--- config.mk ---
export PLATFORM = sky130hd
export DESIGN_NAME = port_status_config_regs
export DESIGN_NICKNAME = d
export VERILOG_FILES = /design/src/design/port_regs_pkg.sv /design/src/design/port_status_config_regs.sv
export SDC_FILE = /design/constraint.sdc
export NUM_CORES = 1
export LEC_CHECK = 0
export BUFFER_PORTS_ARGS = -buffer_cell sky130_fd_sc_hd__buf_2
export CAP_MARGIN = 20
export CORE_MARGIN = 10
export CORE_UTILIZATION = 35
export DETAILED_ROUTE_END_ITERATION = 10
export PLACE_DENSITY = 0.56
export SETUP_SLACK_MARGIN = 0.05
export SLEW_MARGIN = 10
export SYNTH_ARGS = -nofsm -noshare
export SYNTH_HDL_FRONTEND = slang
export SYNTH_SLANG_ARGS = --single-unit
--- constraint.sdc ---
create_clock -name SYS_CLK -period 1.15 [get_ports SYS_CLK]
set_input_delay 0.23 -clock SYS_CLK [delete_from_list [all_inputs] [get_ports SYS_CLK]]
set_output_delay 0.23 -clock SYS_CLK [all_outputs]
set_load 0.05 [all_outputs]
--- src/design/port_regs_pkg.sv ---
// Package for the per-port status and control register pair of a power sourcing port.
// Assumes one 40 MHz clock and a plain address/strobe register port with 16-bit data.
package port_regs_pkg;

  // Register offsets on the register port.
  localparam logic [3:0]  STATUS_OFFSET  = 4'h2;
  localparam logic [3:0]  CONTROL_OFFSET = 4'h3;

  // Status word field positions.
  localparam int unsigned ST_DET_OVER    = 13;
  localparam int unsigned ST_DET_UNDER   = 12;
  localparam int unsigned ST_HS_PGOOD    = 11;
  localparam int unsigned ST_LS_PGOOD    = 10;
  localparam int unsigned ST_FULL_V      = 9;
  localparam int unsigned ST_OVERLOAD    = 8;
  localparam int unsigned ST_SLEEP       = 7;
  localparam int unsigned ST_IDLE        = 6;
  localparam int unsigned ST_DETECT      = 5;
  localparam int unsigned ST_POWERED     = 4;
  localparam int unsigned ST_SETTLE      = 3;

  // Control word field positions.
  localparam int unsigned CT_FORCED_UP   = 15;
  localparam int unsigned CT_END_CLASS   = 14;
  localparam int unsigned CT_CLASS_MODE  = 13;
  localparam int unsigned CT_PULLUP_OFF  = 12;
  localparam int unsigned CT_DET_TMR_OFF = 11;
  localparam int unsigned CT_FOLDBK_OFF  = 10;
  localparam int unsigned CT_SOFTST_OFF  = 9;
  localparam int unsigned CT_DISCH_OFF   = 8;
  localparam int unsigned CT_SIGDO_OFF   = 7;
  localparam int unsigned CT_DET_READY   = 6;
  localparam int unsigned CT_SUPPLY_OK   = 5;
  localparam int unsigned CT_DEV_WAKE_BK = 4;
  localparam int unsigned CT_SRC_WAKE_BK = 3;
  localparam int unsigned CT_WAKE_CMD    = 2;
  localparam int unsigned CT_PIN_GATE    = 1;
  localparam int unsigned CT_ENABLE      = 0;

  // Values after reset; the enable pin is left in effect.
  localparam logic [15:0] CONTROL_RESET  = 16'h0002;
  localparam logic [15:0] STATUS_RESET   = 16'h0000;

  // Port state codes.
  localparam logic [2:0]  CODE_DISABLED  = 3'h0;
  localparam logic [2:0]  CODE_SLEEPING  = 3'h1;
  localparam logic [2:0]  CODE_POWERING  = 3'h2;
  localparam logic [2:0]  CODE_SEARCHING = 3'h3;
  localparam logic [2:0]  CODE_ERROR     = 3'h4;
  localparam logic [2:0]  CODE_IDLE      = 3'h5;
  localparam logic [2:0]  CODE_PREP_DET  = 3'h6;
  localparam logic [2:0]  CODE_UNKNOWN   = 3'h7;

  // States reported by the port state machine that sits outside this block.
  typedef enum logic [3:0] {
    PH_DISABLED,
    PH_PREP_DETECT,
    PH_IDLE,
    PH_DETECTION,
    PH_POWER_UP,
    PH_POWER_ON,
    PH_OVERLOAD,
    PH_SETTLE_SLEEP,
    PH_SLEEP,
    PH_ERROR,
    PH_UNKNOWN
  } port_phase_t;

  // Analog comparator results fed in by the port front end.
  typedef struct packed {
    logic det_over;
    logic det_under;
    logic hs_pgood;
    logic ls_pgood;
  } comparators_t;

  // Controls handed to the port state machine and the analog front end.
  typedef struct packed {
    logic forced_power_up;
    logic end_class;
    logic class_mode;
    logic pullup_off;
    logic detect_timer_off;
    logic foldback_off;
    logic soft_start_off;
    logic discharge_timer_off;
    logic signature_dropout_timer_off;
    logic port_detect_ready;
    logic port_supply_ok;
    logic port_enable;
    logic device_wake_go;
    logic source_wake_go;
  } port_controls_t;

  // Whole register state of the block.
  typedef struct packed {
    logic [15:0]    status;
    logic [15:0]    control;
    logic [15:0]    rdata;
    port_controls_t ctl;
  } regs_state_t;

endpackage : port_regs_pkg

--- src/design/port_status_config_regs.sv ---
// Per-port status and control register pair with its derived control outputs.
// Assumes the port state machine and comparators outside supply synchronous inputs.
`timescale 1ns/1ps
`default_nettype none

module port_status_config_regs
  import port_regs_pkg::*;
#(
  parameter int unsigned ADDR_W = 4
)(
  input  wire logic              SYS_CLK,
  input  wire logic              RST_B,
  input  wire logic              CLK_EN,
  input  wire logic [ADDR_W-1:0] ADDR,
  input  wire logic [15:0]       WDATA,
  input  wire logic              WR_STB,
  input  wire logic              RD_STB,
  output logic [15:0]            RDATA,
  input  wire port_phase_t       PORT_PHASE,
  input  wire comparators_t      COMPARE,
  input  wire logic              EN_PIN,
  input  wire logic              DEVICE_WAKE_IN,
  input  wire logic              SOURCE_WAKE_IN,
  output port_controls_t         CONTROLS
);

  // The offsets must fit in the address port.
  if (ADDR_W < 2) begin : g_bad_addr
    $error("ADDR_W too narrow for the register offsets.");
  end

  regs_state_t st_r;
  regs_state_t st_nxt;
  logic        wr_ctl;
  logic        rd_hit;
  logic [15:0] ctl_next;

  // Maps the port phase to its three-bit state code.
  function automatic logic [2:0] phase_code(input port_phase_t ph);
    logic [2:0] c;
    c = CODE_UNKNOWN;
    case (ph)
      PH_DISABLED:                 c = CODE_DISABLED;
      PH_SETTLE_SLEEP, PH_SLEEP:   c = CODE_SLEEPING;
      PH_POWER_UP, PH_POWER_ON:    c = CODE_POWERING;
      PH_DETECTION:                c = CODE_SEARCHING;
      PH_OVERLOAD, PH_ERROR:       c = CODE_ERROR;
      PH_IDLE:                     c = CODE_IDLE;
      PH_PREP_DETECT:              c = CODE_PREP_DET;
      default:                     c = CODE_UNKNOWN;
    endcase
    return c;
  endfunction : phase_code

  // Builds the status word from the phase and comparators.
  function automatic logic [15:0] status_word(input port_phase_t ph, input comparators_t cmp);
    logic [15:0] s;
    logic        det;
    logic        full;
    s    = 16'h0000; // Reserved bits 15:14 stay zero.
    det  = (ph == PH_DETECTION);
    full = (ph == PH_POWER_ON);
    s[ST_DET_OVER]  = det & cmp.det_over;
    s[ST_DET_UNDER] = det & cmp.det_under;
    s[ST_HS_PGOOD]  = full & cmp.hs_pgood;
    s[ST_LS_PGOOD]  = full & cmp.ls_pgood;
    s[ST_FULL_V]    = full;
    s[ST_OVERLOAD]  = (ph == PH_OVERLOAD);
    s[ST_SLEEP]     = (ph == PH_SETTLE_SLEEP) | (ph == PH_SLEEP);
    s[ST_IDLE]      = (ph == PH_IDLE);
    s[ST_DETECT]    = det;
    s[ST_POWERED]   = (ph == PH_POWER_UP) | full;
    s[ST_SETTLE]    = (ph == PH_SETTLE_SLEEP);
    s[2:0]          = phase_code(ph);
    return s;
  endfunction : status_word

  // Address decode; writes to the status offset are simply dropped.
  assign wr_ctl = WR_STB & (ADDR == ADDR_W'(CONTROL_OFFSET));
  assign rd_hit = RD_STB;

  // Next control word: the end-classification bit clears itself one cycle after
  // it was set, but a fresh write of one in that same cycle wins over the clear.
  always_comb
  begin
    ctl_next = st_r.control;
    ctl_next[CT_END_CLASS] = 1'b0;
    if (wr_ctl)
    begin
      ctl_next = WDATA;
    end
  end

  // Next state of the whole block.
  always_comb
  begin
    st_nxt = st_r;
    st_nxt.status  = status_word(PORT_PHASE, COMPARE);
    st_nxt.control = ctl_next;
    if (rd_hit)
    begin
      if (ADDR == ADDR_W'(STATUS_OFFSET))
      begin
        st_nxt.rdata = st_r.status;
      end
      else if (ADDR == ADDR_W'(CONTROL_OFFSET))
      begin
        st_nxt.rdata = st_r.control;
      end
      else
      begin
        st_nxt.rdata = 16'h0000; // Unmapped addresses read as zero.
      end
    end
    // Controls follow the stored word one cycle after it is written.
    st_nxt.ctl.forced_power_up             = st_r.control[CT_FORCED_UP];
    st_nxt.ctl.end_class                   = st_r.control[CT_END_CLASS];
    st_nxt.ctl.class_mode                  = st_r.control[CT_CLASS_MODE];
    st_nxt.ctl.pullup_off                  = st_r.control[CT_PULLUP_OFF];
    st_nxt.ctl.detect_timer_off            = st_r.control[CT_DET_TMR_OFF];
    // Foldback and soft-start are only relevant during inrush in power-up.
    st_nxt.ctl.foldback_off   = st_r.control[CT_FOLDBK_OFF] & (PORT_PHASE == PH_POWER_UP);
    st_nxt.ctl.soft_start_off = st_r.control[CT_SOFTST_OFF] & (PORT_PHASE == PH_POWER_UP);
    st_nxt.ctl.discharge_timer_off         = st_r.control[CT_DISCH_OFF];
    st_nxt.ctl.signature_dropout_timer_off = st_r.control[CT_SIGDO_OFF];
    st_nxt.ctl.port_detect_ready           = st_r.control[CT_DET_READY];
    st_nxt.ctl.port_supply_ok              = st_r.control[CT_SUPPLY_OK];
    // With the gate bit at zero the pin has no say in enabling the port.
    st_nxt.ctl.port_enable = st_r.control[CT_ENABLE]
                           | (st_r.control[CT_PIN_GATE] & EN_PIN);
    st_nxt.ctl.device_wake_go = DEVICE_WAKE_IN & ~st_r.control[CT_DEV_WAKE_BK];
    // A host wake command is a source-side wake, so the source block gates it too.
    st_nxt.ctl.source_wake_go = (SOURCE_WAKE_IN | st_r.control[CT_WAKE_CMD])
                              & ~st_r.control[CT_SRC_WAKE_BK];
  end

  // Single state register, frozen while the clock enable is low.
  always_ff @(posedge SYS_CLK)
  begin
    if (!RST_B)
    begin
      st_r.status  <= STATUS_RESET;
      st_r.control <= CONTROL_RESET;
      st_r.rdata   <= 16'h0000;
      st_r.ctl     <= '0;
    end
    else if (CLK_EN)
    begin
      st_r <= st_nxt;
    end
  end

  assign RDATA    = st_r.rdata;
  assign CONTROLS = st_r.ctl;

  // Helper: phase and comparators one enabled cycle back.
  port_phase_t  ph_d;
  comparators_t cmp_d;
  always_ff @(posedge SYS_CLK)
  begin
    if (CLK_EN)
    begin
      ph_d  <= PORT_PHASE;
      cmp_d <= COMPARE;
    end
  end
endmodule : port_status_config_regs

`default_nettype wire

=== Word-level counts from Yosys, hierarchy flattened ===
Memories as Yosys holds them, arrays and structs flattened. A register that Yosys moved wholly into a read port is not among the register bits.
Index checks and enable logic that the tools add are counted.
Widths: inputs -> output; s select.

* Logic and storage cells: 50
* Output and inout port bits: 30
* Bits in registers: 60
* Bits of input ports: 36
* Memories: 1
* Memory bits (read-only): 48

{| class="wikitable"
|+ Memories
! name !! words !! width !! rd ports !! clocked after memory_dff !! wr ports !! RTL line !! source
|-
| (name not given) || 16 || 3 || 1 || 1 || 0 || port_status_config_regs.sv:42 || <nowiki>case (ph)</nowiki>
|}

* Reductions and logical operators: 3
* Mux-type cells: 3
* Equality and inequality tests: 9
* Bitwise operators: 16

{| class="wikitable"
|+ Operators with widths
! cell !! number
|-
| $mux 16 || 2
|-
| $eq 4x2->1 const B || 4
|-
| $eq 4x3->1 const B || 4
|-
| $mux 15 || 1
|-
| $and 1x1->1 || 10
|-
| $eq 4x4->1 const B || 1
|-
| $or 1x1->1 || 4
|-
| $reduce_and 2->1 || 2
|-
| $not 1->1 || 2
|-
| $logic_not 1->1 || 1
|}

=== Depth between registers and ports, before layout ===
* Word-level depth: 3
* Mapped depth: 5
* Mapped depth without buffers: 5

=== Least setup slack after synthesis ===
Ideal clock, no wire load.

* Kind: in2reg
* Start: input ADDR[0]
* End: register st_r, in the netlist st_nxt[10]
* Stages on the path: 5
* Library setup time: 0.072 ns
* Required time: 1.078 ns
* Path buffers: 2
* Setup slack: 0.014 ns
* Arrival time: 1.065 ns
* Path through: buf_2 nand2_1 nor2_4 buf_6 mux2i_1

* Longest elaborated chain between the ends: 3

{| class="wikitable"
|+ RTL lines
! what !! RTL line !! source
|-
| from (decl) || port_status_config_regs.sv:14 || <nowiki>input wire logic [ADDR_W-1:0] ADDR,</nowiki>
|-
| $eq 4x2->1 || port_status_config_regs.sv:79 || <nowiki>assign wr_ctl = WR_STB & (ADDR == ADDR_W'(CONTROL_OFFSET));</nowiki>
|-
| $and 1x1->1 || port_status_config_regs.sv:79 ||
|-
| $reduce_and 2->1 (no line) || n/a ||
|-
| to (signal assigned) || port_status_config_regs.sv:149 || <nowiki>st_r <= st_nxt;</nowiki>
|-
| to (decl) || port_status_config_regs.sv:32 || <nowiki>regs_state_t st_r;</nowiki>
|}

No other way between the ends.
A chain may end at the register's enable or synchronous reset.

=== Worst setup path after layout ===
* Start: register st_r, in the netlist RDATA[10]
* End: output RDATA[10]

{| class="wikitable"
|+ RTL lines
! what !! RTL line !! source
|-
| to (decl) || port_status_config_regs.sv:18 || <nowiki>output logic [15:0] RDATA,</nowiki>
|}

No word-level cell between the ends.

==> reports/metrics.yaml <==
grt_antenna_before_repair: 0
drive_above_1_share_pct: 38.4
syn_area_um2: 2840
wl_per_cell_um: 14.3
die_h_um: 110
hold_start: "WDATA[14]"
p_clk_share_pct: 38.5
drt-vias-per-instance: 4.58
drc: 0
post-route-min-period_ns: 1.07
cpMaxStageDelayCell: "dfxtp_2"
p_comb_share_pct: 10.6
final_cell_area_um2: 3630
ys_types: 34
cts_tree: "yes"
holdPathStages: 2
ys_warn_count: 0
num_rows: 32
synth_xor_area_share_pct: 0
p_seq_share_pct: 50.9
slew_headroom_pct: 79.8
maxCapViolations: 0
ff2ff_path_depth: 3
synth_compound_area_share_pct: 11.1
setup_viol: 0
placed_cells: 453
finalSetupTns_ns: 0
num_vias: 2150
hp-class: "in -> reg"
grt_pass1_wl_um: 10400
final.setup_skew_ns: 0.00825
synth_mux_area_share_pct: 12.7
cts_buffer_depth: 2
synth_most_common_cell: "dfxtp_1"
ys_seq_area_share_pct: 42.3
crit_cells: 1
path_cells: "buf_8"
dpl.hpwl_um: 5140
yosysTopAreaCellShare_pct: 42.3
slowest_delay_ns: 0.36
htreeDepth: 3
fin_crit_sh_pct: 93.2
fmax_mhz: 933
power-per-cell-area_nw_per_um2: 1150
final_cell_count_no_fill: 469
ys_top_cells_by_count: "60 x dfxtp_1, 49 x nand2_1, 36 x mux2i_1"
cp_num_buf_inv: 1
hold_violations: 0
io_buffer_count: 65
synth-simple-area-share_pct: 19.2
hold_path_end: "st_nxt[12]$_SDFFE_PN0P_"
switching_share_pct: 25.9
core_area_um2: 7810
synthArstFlopShare_pct: 0
root_buffer: "clkbuf_8"
overflow: 0
synth_cells: 306
end_kind: "output port"
fp.dieW_um: 110
grt_max_degree: 26
drt_iter0_drc: 66
p_total_w: 0.00417
area_growth_pct: 27.8
cp.required_ns: 0.92
grt_usage_pct: 10.9
ys_ff_latch: 60
postCtsHoldBufs: 0
die-area_um2: 12100
routed_wl_um: 6700
cts_setup_buffers: 0
synth_largest_area_cell: "dfxtp_1"
r2r-start: "st_r[40]$_SDFFE_PN0P_"
synth_top_family_by_area: "simple AND/OR/NAND/NOR gates"
cp_top_family: "flip-flops"
p_int_w: 0.00309
diodes: 0
start_util_pct: 36.4
worst_slew_pin_slew_ns: 0.299
arrival_ns: 0.84
clkSlewWorstSetupHoldPaths_ns: 0.07
dpl_cell_area_um2: 3240
outcome: "finished, final reports clean"
synth_fa_ha_area_share_pct: 2.64
synth_ff_type: "dfxtp_1"
synth_area_leaders: "dfxtp_1 42%, mux2i_1 13%, buf_4 8.2%, nand2_1 6.5%, nor2b_1 5.1%"
r2r_slack_ns: 0.36
crit_type: "reg -> out"
grt_pass1_vias: 2144
rsz0062_at_grt: "true"
drtPass1Iterations: 4
leakage_nw: 1.48
nets: 404
numCtsBuffers: 9
synth_edf_count: 0
syn_nets: 348
io_pins: 66
gp_routability_congestion: 0.747
avgSynthCellArea_um2: 9.29
ir_worst_vdd_v: 0.000585
antenna_left: 0
r2r-end: "RDATA[10]$_SDFFE_PN0P_"
cts_sinks: 60
fin_hold_ws_ns: 0.135
maxSlewViolCount: 0
cp-start-kind: "flip-flop"
crit_fanout: 2
clock_latency_ns: 0.33
p_sw_w: 0.00108
## sequential cells by signal, summed over array words and instances (netlist names)
register,cells
st_nxt,9
RDATA,16
CONTROLS,14
st_r,21
## worst max path at each step
| stage | from | to | slack [ns] |
|---|---|---|---|
| floorplan | ADDR[2] | st_nxt[10]$_SDFFE_PN0P_ | 0.06 |
| global placement | PORT_PHASE[0] | st_r[48]$_SDFFE_PN0P_ | -0.09 |
| detailed placement | PORT_PHASE[0] | st_r[48]$_SDFFE_PN0P_ | -0.12 |
| CTS | RDATA[12]$_SDFFE_PN0P_ | RDATA[12] | 0.05 |
| global route | RDATA[10]$_SDFFE_PN0P_ | RDATA[10] | 0.04 |
| finish | RDATA[10]$_SDFFE_PN0P_ | RDATA[10] | 0.08 |
## worst register-to-register path: cells and delay by family (launching register included)
family	cells	cell delay, ns
and+or+nand+nor	2	0.10
DFF	1	0.34
AOI/OAI and AO/OA	1	0.25
## logic make-up (layout without fill, tap and decap cells)
| family | Yosys count | count (layout) |
|---|---|---|
| AO/OA/AOI/OAI | 49 | 49 |
| adder cells (fa/ha/maj) | 6 | 6 |
| buffers and inverters | 54 | 115 |
| flip-flops | 60 | 60 |
| multiplexers | 36 | 36 |
| AND/OR/NAND/NOR | 101 | 101 |
## per-stage QoR
step | utilization, % | worst slack, ns
after floorplan | - | 0.0558
after global placement | 41.5 | -0.0876
after detailed placement | 41.5 | -0.124
after CTS | 46.0 | 0.0510
after global routing | 46.5 | 0.0364
final | 46.5 | 0.0781
## placed cells by master (no fill, tap or decap), types with 2 or more instances in the layout
cell        instances
clkinv_2            4
a21boi_0           10
nand2b_1            9
buf_6              29
nand3b_1            2
o21ai_1            10
ha_1                6
mux2i_1            36
a221o_1             2
buf_4              25
nor2b_1            23
nand4_1             6
nand3_1             2
a21oi_1             6
o21ai_0             8
nor3_1              3
dfxtp_1            34
o211ai_1            2
clkbuf_8            9
inv_1               5
clkinvlp_4          2
buf_12              4
nand2_1            48
dfxtp_2            26
a31oi_1             4
o32ai_1             3
buf_2              35
## area by class of cell
class                      count  area (um2)
fill                         785        4180
timing repair buffer          94         785
tap                          102         128
clock inverter                 7        43.8
inverter                       5        18.8
clock buffer                   9         124
sequential                    60        1230
multi-input combinational    192        1300
## power groups by stage
stage | Clock [W] | Combinational [W] | Sequential, W
after floorplan | 0 | 0.000252 | 0.00216
after global placement | 0 | 0.000433 | 0.00217
after detailed placement | 0 | 0.000437 | 0.00217
after CTS | 0.00166 | 0.000447 | 0.00212
after global routing | 0.00176 | 0.000482 | 0.00213
final | 0.00160 | 0.000441 | 0.00212
## layer usage
layer,wire length (um),vias to the layer above,track usage [%]
met5,0,-,0
met4,105,0,5.23
met3,370,9,3.13
met2,3180,40,17.7
met1,3050,981,13.0
li1,-,1120,-
## what timing repair did
| action | 4_1_cts | 5_1_grt |
|---|---|---|
| setup endpoints to repair | 30 | 20 |
| pin swaps | 0 | 0 |
| gates resized for setup | 65 | 22 |
Power figures use the tool's default switching activity.
